<file path="src/logic/mal_pkg.sv">
// shared constants, types and timing table for the instruction sequencer
package mal_pkg;
    localparam logic [7:0]  SPECIAL_BASE    = 8'h80;
    localparam logic [15:0] EXP_ONCHIP_TOP  = 16'h1000;
    localparam logic [15:0] PC_RESET        = 16'h0000;
    localparam logic [15:0] PC_STEP         = 16'h0001;
    localparam logic [1:0]  PTR_PAD         = 2'h0;
    localparam logic [1:0]  N_ONE           = 2'h1;
    localparam logic [1:0]  N_TWO           = 2'h2;
    localparam logic [1:0]  N_THREE         = 2'h3;
    localparam logic [2:0]  GAP_ONE         = 3'h1;
    localparam logic [2:0]  GAP_MAX         = 3'h7;

    localparam logic [3:0] HI_ADD     = 4'h2;
    localparam logic [3:0] HI_ADDC    = 4'h3;
    localparam logic [3:0] HI_SUBB    = 4'h9;
    localparam logic [3:0] HI_ORL     = 4'h4;
    localparam logic [3:0] HI_ANL     = 4'h5;
    localparam logic [3:0] HI_XRL     = 4'h6;
    localparam logic [3:0] HI_MOV_A   = 4'hE;
    localparam logic [3:0] HI_MOV_R   = 4'hF;
    localparam logic [3:0] HI_BR_DIR  = 4'hA;
    localparam logic [3:0] HI_BR_IMM  = 4'h7;
    localparam logic [3:0] HI_DIR_BR  = 4'h8;
    localparam logic [3:0] LO_DIR_A   = 4'h2;
    localparam logic [3:0] LO_DIR_IMM = 4'h3;
    localparam logic [3:0] LO_A_IMM   = 4'h4;
    localparam logic [3:0] LO_A_DIR   = 4'h5;
    localparam logic [3:0] LO_XDM_DP  = 4'h0;
    localparam logic [2:0] LO_IND     = 3'h3;
    localparam logic [2:0] LO_XRI     = 3'h1;

    localparam logic [7:0] OP_NOP         = 8'h00;
    localparam logic [7:0] OP_NOP_ALT     = 8'hA5;
    localparam logic [7:0] OP_RR          = 8'h03;
    localparam logic [7:0] OP_RRC         = 8'h13;
    localparam logic [7:0] OP_RL          = 8'h23;
    localparam logic [7:0] OP_RLC         = 8'h33;
    localparam logic [7:0] OP_SWAP        = 8'hC4;
    localparam logic [7:0] OP_CLR_A       = 8'hE4;
    localparam logic [7:0] OP_CPL_A       = 8'hF4;
    localparam logic [7:0] OP_MOV_A_DIR   = 8'hE5;
    localparam logic [7:0] OP_MOV_A_IMM   = 8'h74;
    localparam logic [7:0] OP_MOV_DIR_A   = 8'hF5;
    localparam logic [7:0] OP_MOV_DIR_DIR = 8'h85;

    typedef enum logic [2:0] {CL_NOP, CL_ARITH, CL_LOGIC, CL_ACC, CL_MOVE, CL_XDM, CL_UNSUP} mal_cls_e;
    typedef enum logic [3:0] {MD_NONE, MD_ACC, MD_REG, MD_DIR, MD_IND, MD_IMM, MD_DIR_A, MD_DIR_IMM,
                              MD_DIR_DIR, MD_DIR_IND, MD_DIR_REG, MD_REG_DIR, MD_XDM} mal_mode_e;
    typedef enum logic [1:0] {TG_ONCHIP, TG_OFFCHIP, TG_FLASH} mal_tgt_e;
    typedef enum logic {ST_OPC, ST_BODY} mal_state_e;

    typedef struct packed {
        mal_cls_e  cls;
        mal_mode_e mode;
    } mal_op_s;

    typedef struct packed {
        logic [1:0] len;
        logic [1:0] cyc;
    } mal_time_s;

    typedef struct packed {
        logic [7:0] opcode;
        mal_cls_e   cls;
        mal_mode_e  mode;
        logic [1:0] len;
        logic [1:0] cyc;
        logic [7:0] op1;
        logic [7:0] op2;
        logic       op1_special;
        logic       op2_special;
        logic [4:0] reg_addr;
        logic [7:0] ind_addr;
    } mal_dec_s;

    typedef struct packed {
        logic       valid;
        logic       write;
        mal_tgt_e   target;
        logic [15:0] addr;
    } mal_xdm_s;

    function automatic mal_time_s mode_time(input mal_mode_e m);
        case (m)
            MD_DIR, MD_IMM, MD_DIR_A, MD_DIR_IND, MD_DIR_REG, MD_REG_DIR: return '{N_TWO, N_TWO};
            MD_IND: return '{N_ONE, N_TWO};
            MD_DIR_IMM, MD_DIR_DIR: return '{N_THREE, N_THREE};
            MD_XDM: return '{N_ONE, N_THREE};
            default: return '{N_ONE, N_ONE};
        endcase
    endfunction
endpackage

</file>
<file path="src/logic/mal_core.sv">
// instruction decode and execution timing sequencer of the mcu core
`timescale 1ns/1ps
module mal_core (
    input  wire logic        clock,
    input  wire logic        nrst,
    input  wire logic [7:0]  code_byte,
    input  wire logic [1:0]  bank_sel,
    input  wire logic [15:0] data_pointer_pair,
    input  wire logic [7:0]  xdm_page,
    input  wire logic        flash_access_en,
    input  wire logic        breg_we,
    input  wire logic [4:0]  breg_waddr,
    input  wire logic [7:0]  breg_wdata,
    output logic      [15:0] code_addr,
    output logic             instr_done,
    output mal_pkg::mal_dec_s instr,
    output mal_pkg::mal_xdm_s xdm
);
    import mal_pkg::*;

    logic [1:0] rst_q;
    logic       rst_n;
    mal_state_e st;
    logic [1:0] left;
    logic [1:0] idx;
    logic [7:0] cur;
    mal_op_s    cur_op;
    logic [1:0] bank;
    logic [7:0] op1;
    logic [7:0] op2;
    logic [2:0] gap;
    logic [7:0] breg_rdata;

    // opcode classification into class and operand mode
    function automatic mal_op_s op_decode(input logic [7:0] op);
        mal_op_s r;
        logic [3:0] hi;
        logic [3:0] lo;
        logic breg_form;
        logic ptr_form;
        logic g_ar;
        logic g_lg;
        r = '{CL_UNSUP, MD_NONE};
        hi = op[7:4];
        lo = op[3:0];
        breg_form = op[3];
        ptr_form = lo[3:1] == LO_IND;
        g_ar = hi == HI_ADD || hi == HI_ADDC || hi == HI_SUBB;
        g_lg = hi == HI_ORL || hi == HI_ANL || hi == HI_XRL;
        if (op == OP_NOP || op == OP_NOP_ALT) begin
            r = '{CL_NOP, MD_NONE};
        end else if (op == OP_RR || op == OP_RRC || op == OP_RL || op == OP_RLC || op == OP_SWAP ||
                     op == OP_CLR_A || op == OP_CPL_A) begin
            r = '{CL_ACC, MD_ACC};
        end else if (g_ar || g_lg) begin
            r.cls = g_ar ? CL_ARITH : CL_LOGIC;
            if (breg_form) r.mode = MD_REG;
            else if (ptr_form) r.mode = MD_IND;
            else if (lo == LO_A_DIR) r.mode = MD_DIR;
            else if (lo == LO_A_IMM) r.mode = MD_IMM;
            else if (g_lg && lo == LO_DIR_A) r.mode = MD_DIR_A;
            else if (g_lg && lo == LO_DIR_IMM) r.mode = MD_DIR_IMM;
            else r.cls = CL_UNSUP;
        end else if ((hi == HI_MOV_A || hi == HI_MOV_R) && (lo == LO_XDM_DP || lo[3:1] == LO_XRI)) begin
            r = '{CL_XDM, MD_XDM};
        end else begin
            r.cls = CL_MOVE;
            if (op == OP_MOV_A_DIR) r.mode = MD_DIR;
            else if (op == OP_MOV_A_IMM) r.mode = MD_IMM;
            else if (op == OP_MOV_DIR_A) r.mode = MD_DIR_A;
            else if (op == OP_MOV_DIR_DIR) r.mode = MD_DIR_DIR;
            else if ((hi == HI_MOV_A || hi == HI_MOV_R) && breg_form) r.mode = MD_REG;
            else if (hi == HI_MOV_A && ptr_form) r.mode = MD_IND;
            else if (hi == HI_BR_IMM && breg_form) r.mode = MD_IMM;
            else if (hi == HI_BR_DIR && breg_form) r.mode = MD_REG_DIR;
            else if (hi == HI_DIR_BR && breg_form) r.mode = MD_DIR_REG;
            else if (hi == HI_DIR_BR && ptr_form) r.mode = MD_DIR_IND;
            else r.cls = CL_UNSUP;
        end
        return r;
    endfunction

    // reset release through two flops
    always_ff @(posedge clock or negedge nrst) begin
        if (!nrst) begin
            rst_q <= 2'h0;
        end else begin
            rst_q <= {rst_q[0], 1'b1};
        end
    end
    assign rst_n = rst_q[1];

    // decode and timing selection
    wire mal_op_s   dc      = op_decode(code_byte);
    wire mal_time_s dt      = mode_time(dc.mode);
    wire mal_time_s ct      = mode_time(cur_op.mode);
    wire            in_opc  = st == ST_OPC;
    wire            take    = !in_opc && idx < ct.len;
    wire            retire  = in_opc ? dt.cyc == N_ONE : left == N_ONE;
    wire [7:0]      r_op    = in_opc ? code_byte : cur;
    wire mal_op_s   r_cls   = in_opc ? dc : cur_op;
    wire mal_time_s r_time  = in_opc ? dt : ct;
    wire [1:0]      r_bank  = in_opc ? bank_sel : bank;
    wire [7:0]      next_op1 = (take && idx == N_ONE) ? code_byte : op1;
    wire [7:0]      next_op2 = (take && idx == N_TWO) ? code_byte : op2;
    wire [4:0]      r_reg   = r_op[3] ? {r_bank, r_op[2:0]} : {r_bank, PTR_PAD, r_op[0]};
    wire [4:0]      ptr_raddr = {bank_sel, PTR_PAD, code_byte[0]};

    wire mal_state_e next_st   = retire ? ST_OPC : ST_BODY;
    wire [1:0]       next_left = in_opc ? dt.cyc - N_ONE : left - N_ONE;
    wire [1:0]       next_idx  = in_opc ? N_ONE : (take ? idx + N_ONE : idx);
    wire [15:0]      next_pc   = (in_opc || take) ? code_addr + PC_STEP : code_addr;

    // external data move target selection
    wire [15:0]   xa       = cur[1] ? {xdm_page, breg_rdata} : data_pointer_pair;
    wire          x_write  = cur[7:4] == HI_MOV_R;
    wire mal_tgt_e x_tgt   = flash_access_en ? TG_FLASH :
                             (xa < EXP_ONCHIP_TOP ? TG_ONCHIP : TG_OFFCHIP);
    wire mal_xdm_s next_xdm = '{retire && r_cls.cls == CL_XDM, x_write, x_tgt, xa};

    wire mal_dec_s rec = '{
        opcode:   r_op,
        cls:      r_cls.cls,
        mode:     r_cls.mode,
        len:      r_time.len,
        cyc:      r_time.cyc,
        op1:      next_op1,
        op2:      next_op2,
        op1_special: next_op1 >= SPECIAL_BASE,
        op2_special: next_op2 >= SPECIAL_BASE,
        reg_addr: r_reg,
        ind_addr: breg_rdata
    };

    mal_breg_mem u_breg (
        .clock (clock),
        .rst_n (rst_n),
        .we    (breg_we),
        .waddr (breg_waddr),
        .wdata (breg_wdata),
        .re    (in_opc),
        .raddr (ptr_raddr),
        .rdata (breg_rdata)
    );

    // sequencer, one opcode fetch then body cycles
    always_ff @(posedge clock or negedge rst_n) begin
        if (!rst_n) begin
            st        <= ST_OPC;
            left      <= N_ONE;
            idx       <= N_ONE;
            code_addr <= PC_RESET;
        end else begin
            st        <= next_st;
            left      <= next_left;
            idx       <= next_idx;
            code_addr <= next_pc;
        end
    end

    always_ff @(posedge clock or negedge rst_n) begin
        if (!rst_n) begin
            cur    <= OP_NOP;
            cur_op <= '{CL_NOP, MD_NONE};
            bank   <= PTR_PAD;
            op1    <= 8'h00;
            op2    <= 8'h00;
        end else begin
            if (in_opc) begin
                cur    <= code_byte;
                cur_op <= dc;
                bank   <= bank_sel;
            end
            op1 <= next_op1;
            op2 <= next_op2;
        end
    end

    // retired instruction record
    always_ff @(posedge clock or negedge rst_n) begin
        if (!rst_n) begin
            instr_done <= 1'b0;
            instr      <= '0;
            xdm        <= '0;
        end else begin
            instr_done <= retire;
            if (retire) begin
                instr <= rec;
                xdm   <= next_xdm;
            end else begin
                xdm.valid <= 1'b0;
            end
        end
    end

    // cycles since previous retirement
    always_ff @(posedge clock or negedge rst_n) begin
        if (!rst_n) begin
            gap <= 3'h0;
        end else if (instr_done) begin
            gap <= GAP_ONE;
        end else if (gap != GAP_MAX) begin
            gap <= gap + GAP_ONE;
        end
    end

    wire ar = instr_done && instr.cls == CL_ARITH;
    wire lg = instr_done && instr.cls == CL_LOGIC;
    wire mv = instr_done && instr.cls == CL_MOVE;
endmodule

</file>
<file path="src/logic/mal_breg_mem.sv">
// bank register storage, four banks of eight bytes, registered read
`timescale 1ns/1ps
module mal_breg_mem (
    input  wire logic       clock,
    input  wire logic       rst_n,
    input  wire logic       we,
    input  wire logic [4:0] waddr,
    input  wire logic [7:0] wdata,
    input  wire logic       re,
    input  wire logic [4:0] raddr,
    output logic      [7:0] rdata
);
    logic [7:0] mem [0:31];

    always_ff @(posedge clock) begin
        if (we) begin
            mem[waddr] <= wdata;
        end
    end

    always_ff @(posedge clock or negedge rst_n) begin
        if (!rst_n) begin
            rdata <= 8'h00;
        end else if (re) begin
            rdata <= mem[raddr];
        end
    end
endmodule

</file>
<file path="config.mk">
export PLATFORM = sky130hd
export DESIGN_NAME = mal_core
export DESIGN_NICKNAME = d
export VERILOG_FILES = /design/src/logic/mal_pkg.sv /design/src/logic/mal_core.sv /design/src/logic/mal_breg_mem.sv
export SDC_FILE = /design/constraint.sdc
export NUM_CORES = 1
export LEC_CHECK = 0
export ABC_AREA = 1
export BUFFER_PORTS_ARGS = -buffer_cell sky130_fd_sc_hd__buf_4
export CAP_MARGIN = 10
export CELL_PAD_IN_SITES_DETAIL_PLACEMENT = 1
export CELL_PAD_IN_SITES_GLOBAL_PLACEMENT = 2
export CORE_ASPECT_RATIO = 0.8
export CORE_MARGIN = 10
export CORE_UTILIZATION = 35
export DETAILED_ROUTE_END_ITERATION = 7
export PLACE_DENSITY_LB_ADDON = 0.1
export SETUP_SLACK_MARGIN = 0.05
export SLEW_MARGIN = 20
export SYNTH_ARGS = -nofsm -noshare
export SYNTH_HDL_FRONTEND = slang
export SYNTH_SLANG_ARGS = --single-unit
</file>
<file path="constraint.sdc">
create_clock -name clock -period 5.3 [get_ports clock]
set_input_delay 0.53 -clock clock [delete_from_list [all_inputs] [get_ports clock]]
set_output_delay 0.53 -clock clock [all_outputs]
set_load 0.03 [all_outputs]
</file>
# After elaboration in Yosys (flattened, before gate mapping)
# Memories as Yosys holds them, arrays and structs flattened. A register that Yosys moved wholly into a read port is not among the register bits.
# Index checks and enable logic that the tools add are counted.
# word_totals
regBits	127
ramBits	256
rom_bits	128
input_bits	51
output_inout_bits	87
wordCells	162
memories	3
# classes
add_sub_neg	4
magnitude_cmp	4
n_eq_ne	36
muxes	55
bitwise_logic	1
reduce_logical	32
# memory_table
name	depth	word_bits	rd	rd_ports_with_merged_regs	write_ports	line	source
u_breg.mem	32	8	1	1	1	mal_breg_mem.sv:13	logic [7:0] mem [0:31];
(no name shown)	16	4	1	0	0	mal_pkg.sv:85	case (m)
(no name shown)	16	4	1	0	0	mal_pkg.sv:85	
# op_table
operator	count
$eq A8 B8 Y1 const B	7
$mux W4	11
$mux W3	14
$mux W7	5
$mux W2	15
$eq A4 B3 Y1 const B	6
$eq A4 B4 Y1 const B	6
$mux W8	3
$add A16 B1 Y16 const B	1
$eq A4 B2 Y1 const B	4
$eq A8 B6 Y1 const B	2
$ge A8 B8 Y1 const B	2
$lt A16 B13 Y1 const B	1
$mux W16	1
$logic_or A1 B1 Y1	15
$logic_and A1 B1 Y1	13
$eq A8 B2 Y1 const B	1
$eq A8 B5 Y1 const B	1
$eq A8 B7 Y1 const B	1
$logic_not A8 Y1	1
$eq A2 B1 Y1 const B	3
$mux W1	6
$logic_not A4 Y1	1
$sub A2 B1 Y2 const B	2
9 further kinds	10

# Longest topological paths before layout
# An unclocked memory read counts as a cell.
# depth
ltp_word	21
ltp_mapped	20
ltp_nobuf	18

# Cells and area by module
# Synthesis repeated with hierarchy kept, for this count alone.
# unflattened
cells_unflattened	1634
area_unflattened_um2	16595.9
# by_module_without_submodules
mod	instances	cells_each	area_each_um2	seq_area_each_um2
mal_breg_mem	1	924	10765.3	7887.6
mal_core	1	710	5830.6	3155.5

# Worst setup path after synthesis
# Ideal clock, no wire load.
# synth_path
path_kind	input to register
from	input port code_byte[5]
to	register instr[15] (netlist bit)
setup_time_ps	117
t_arrival_ps	2489
required_time_ps	5183
path_slack_ps	2694
cell_stages	18
path_buffers	3
path_cell_list	buf_4 -> inv_1 -> nor2_1 -> nand3_1 -> nand3_1 -> nor2_1 -> nand3_2 -> nand2_4 -> nand2_2 -> nand2_2 -> nand2_4 -> ha_1 -> o21ai_2 -> inv_2 -> buf_2 -> buf_1 -> nand2_1 -> nand2_1
# synth_via
elab_chain_cells	19
elab_cells_between_ends	69
classes_between	24 x eq/ne; 21 x mux; 23 x reduce/logical; 1 x memory
# synth_lines
element	line	source
start: declaration	mal_core.sv:6	input wire logic [7:0] code_byte,
$eq A4 B4 Y1	mal_core.sv:76, mal_core.sv:77	
$logic_and A1 B1 Y1	mal_core.sv:77	else if (hi == HI_DIR_BR && ptr_form) r.mode = MD_DIR_IND;
$mux W4	mal_core.sv:77	
$mux W4	mal_core.sv:76	else if (hi == HI_DIR_BR && breg_form) r.mode = MD_DIR_REG;
$mux W4	mal_core.sv:75	else if (hi == HI_BR_DIR && breg_form) r.mode = MD_REG_DIR;
$mux W4	mal_core.sv:74	else if (hi == HI_BR_IMM && breg_form) r.mode = MD_IMM;
$mux W4	mal_core.sv:73	else if (hi == HI_MOV_A && ptr_form) r.mode = MD_IND;
$mux W4	mal_core.sv:72	else if ((hi == HI_MOV_A || hi == HI_MOV_R) && breg_form) r.mode = MD_REG;
[3 not listed]	n/a	
$mux W4	mal_core.sv:68	if (op == OP_MOV_A_DIR) r.mode = MD_DIR;
$mux W7	mal_core.sv:64	end else if ((hi == HI_MOV_A || hi == HI_MOV_R) && (lo == LO_XDM_DP || lo[3:1] == LO_XRI)) begin
$mux W7	mal_core.sv:55	end else if (g_ar || g_lg) begin
$mux W7	mal_core.sv:52	end else if (op == OP_RR || op == OP_RRC || op == OP_RL || op == OP_RLC || op == OP_SWAP ||
$mux W7 (*)	mal_core.sv:50	if (op == OP_NOP || op == OP_NOP_ALT) begin
$mem_v2 Z16 W4 (*)	n/a	
$eq A2 B1 Y1 (*)	mal_core.sv:99	wire retire = in_opc ? dt.cyc == N_ONE : left == N_ONE;
$mux W1 (*)	mal_core.sv:99	
end signal: assignment	mal_core.sv:188	instr <= rec;
end: declaration	mal_core.sv:16	output mal_pkg::mal_dec_s instr,
# Every way passes the cells marked *; elsewhere a longest branch is shown, timed or not.
# A chain may end at the register's enable or synchronous reset.

# Worst setup path in the final report
# layout_path
from	input port code_byte[0]
to	register xdm[16] (netlist bit)
# layout_via
elab_chain_cells	14
elab_cells_between_ends	46
classes_between	17 x eq/ne; 15 x mux; 13 x reduce/logical; 1 x memory
# layout_lines
element	line	source
$eq A4 B2 Y1	mal_core.sv:62	else if (g_lg && lo == LO_DIR_IMM) r.mode = MD_DIR_IMM;
$logic_and A1 B1 Y1	mal_core.sv:62	
$mux W3	mal_core.sv:62	
$mux W3	mal_core.sv:61	else if (g_lg && lo == LO_DIR_A) r.mode = MD_DIR_A;
$mux W3	mal_core.sv:60	else if (lo == LO_A_IMM) r.mode = MD_IMM;
$mux W3	mal_core.sv:59	else if (lo == LO_A_DIR) r.mode = MD_DIR;
$mux W3	mal_core.sv:58	else if (ptr_form) r.mode = MD_IND;
$mux W3	mal_core.sv:57	if (breg_form) r.mode = MD_REG;
$mux W7	mal_core.sv:55	
$mux W7	mal_core.sv:52	
$mux W7 (*)	mal_core.sv:50	
$mem_v2 Z16 W4 (*)	n/a	
$eq A2 B1 Y1 (*)	mal_core.sv:99	
$mux W1 (*)	mal_core.sv:99	
end signal: assignment	mal_core.sv:189	xdm <= next_xdm;
end: declaration	mal_core.sv:17	output mal_pkg::mal_xdm_s xdm
# Marked as above.

==> impl_metrics.toml <==
[sta]
tns_ps = 0
hold_viol_final = 0
fmax_mhz = 304
finalClockSkew_ps = 14.4
relSlewSlack_pct = 36.4
finalCritPeriodShare_pct = 62.1
maxSlewViolCount = 0
worstMarginPinSlew_ps = 951
setup_viol = 0
min_period_ps = 3290
rsz0062_at_grt = "false"

[logic_synthesis]
syn_nets = 973
synth_flop_cell = "dfrtp_1"
yosysUniqueCellTypes = 41
ys_ff_latch = 198
synth_edf_count = 64
syn-cell-area_sq_um = 8730
synth-async-reset-ratio_pct = 67.7
ys_warn_count = 0
ys_seq_area_share_pct = 60.4
synthCells = 913
synth.avg_cell_area_sq_um = 9.56

[power]
power_density_nw_per_um2 = 613
ir_drop_uv = 379
p_leak_nw = 4.84

[finish]
drive_above_1_share_pct = 22.2
final_common_cell = "nand2_1"
layout_common_cells = "239 x nand2_1, 141 x buf_4, 131 x dfrtp_1"
syn_to_final_growth_pct = 21.6
nNetsFinal = 1092
num_antenna_cells = 0
fin_area_sq_um = 10600

[floorplanning]
ios = 138
die_w_microns = 197
rows = 51
coreArea_sq_um = 24400
die_y_microns = 161
design.die.area_sq_um = 31700
start_util_pct = 35.7

[worst_setup_path]
end_kind = "register"
r2r_slack_ps = 2650
required_ps = 5620
worst_setup_path_start_kind = "primary input"
critical_path_class = "in -> reg"
arrival_ps = 3620
critPathMaxFanout = 87

[drt]
drt_first_iter_violations = 323
route.vias.total = 6576
first_pass_iters = 4
post_drt_wl_per_cell_microns = 17.9
viasPerCell = 4.82
route.detailed.drc = 0
drt_wl_total_microns = 24500
detail-route-antenna-nets = 0

[clocking]
cts_tree = "yes"
root_buffer = "clkbuf_16"
h-tree-depth = 4
cts_buffer_depth = 2
clk_pin_slew_ps = 80
cts_sinks = 198
post_cts_buffers = 0
clock_latency_ps = 450
cts_inserted_buffers = 17

[global_routing]
grt_pass1_vias = 6922
grt_max_degree = 88
track_usage_pct = 15.6
grt_pass1_wl_microns = 39400
antenna_found_initial = 0
overflow = 0

[min_path]
hold_path_class = "reg -> async"

[placement]
dp_hpwl_microns = 17800
io_buffers = 137
gp_congestion = 0.854
dpl_cell_area_sq_um = 10000

[status]
status = "complete, no violations"

[run]
max-cap-violations = 0
## kinds of logic (layout without fill, tap and decap cells)
| family | Yosys count | after routing | share of synthesized area, % |
|---|---|---|---|
| AOI/OAI and AO/OA | 155 | 155 | 10.1 |
| xor gates and xnor gates | 15 | 15 | 1.50 |
| adders and majority gates | 9 | 9 | 1.29 |
| buffers and inverters | 115 | 247 | 5.37 |
| DFF | 198 | 198 | 60.4 |
| muxes | 4 | 4 | 0.516 |
| other | 1 | 1 | 0.0429 |
| and+or+nand+nor | 416 | 416 | 20.7 |
## cell usage after synthesis, drive strengths merged (6+ instances only)
master / n / share of area (%)
buf: 19 / 1.2
ha: 9 / 1.3
o221ai: 8 / 0.80
nand2: 257 / 12
xor2: 12 / 1.2
o21ai: 117 / 7.0
o22ai: 17 / 1.2
nor2: 93 / 4.3
nand4: 6 / 0.43
dfrtp: 132 / 38
nor3: 10 / 0.83
inv: 73 / 3.1
nand3: 40 / 2.6
clkbuf: 23 / 0.99
edfxtp: 64 / 22
## area by class of cell
cell class,count,area (sq um)
well taps,318,398
clock inverters,12,166
repair buffers,142,1070
multi-input cells,600,2990
clock buffers,20,437
fillers,2818,13800
inverters,73,274
flip-flops and latches,198,5280
## path summary, 6_finish.rpt
path                            depth (start not counted)          start          endpoint
worst min register to register                          0       rst_q[1]     code_addr[15]
worst min-delay path                                    0       rst_q[1]     code_addr[15]
worst max register to register                          8             st           xdm[16]
worst max-delay path                                   18   code_byte[0]           xdm[16]
max in group asynchronous                               1       rst_q[1]         instr[36]
min in group clock                                      1  breg_wdata[2]  u_breg.mem[1][2]
## routing by layer
layer  track usage [%]  vias to the layer above  part of all wire [%]
met5                 0                        -                     0
met4              3.92                        0                   1.0
met3              4.95                       22                   5.4
met2              24.5                      100                    46
met1              20.5                     3207                    47
li1                  -                     3247                     -
## what timing repair did
action	CTS	global route
resized for setup	0	0
hold buffers	1	0
hold endpoints to repair	2	0
## flip-flops by register name (all words and copies together) (netlist names)
| signal | count |
|---|---|
| u_breg.mem | 64 |
| op2 | 8 |
| left | 2 |
| rst_q | 2 |
| st | 1 |
| code_addr | 16 |
| instr_done | 1 |
| cur | 8 |
| op1 | 8 |
| xdm | 20 |
| cur_op | 7 |
| idx | 2 |
| bank | 2 |
| u_breg.rdata | 8 |
| instr | 49 |
## through the flow
stage / hold WS [ps] / worst slack, ps / util [%] / total power [W] / std cells
finish: 246 / 2010 / 43.4 / 0.00651 / 1363
global route: 284 / 1670 / 43.4 / 0.00700 / 1363
CTS: 260 / 1980 / 43.4 / 0.00662 / 1363
detailed placement: 252 / 1490 / 40.9 / 0.00524 / 1330
global placement: 253 / 1640 / 40.9 / 0.00519 / 1330
floorplan: 234 / 1290 / - / 0.00423 / 913
## power by group
part	switching (W)	internal, W	leakage, nW
Combinational	0.00188	0.000882	2.34
Sequential	0.000305	0.00208	2.21
Clock	0.000606	0.000753	0.291
## critical path, stage by stage
cell and delay (ps):
buf_4 310, inv_2 330, nand2_1 180, nor2_1 80, nand2_1 90, nand2_1 70, nor2_1 180, nand3_2 140
nand2_4 100, nand2_2 50, nand2_2 100, nand2_4 70, ha_1 220, o21ai_4 140, buf_4 660, nor2_1 140
o41ai_1 100, nand2_1 80
Power figures use the tool's default switching activity.
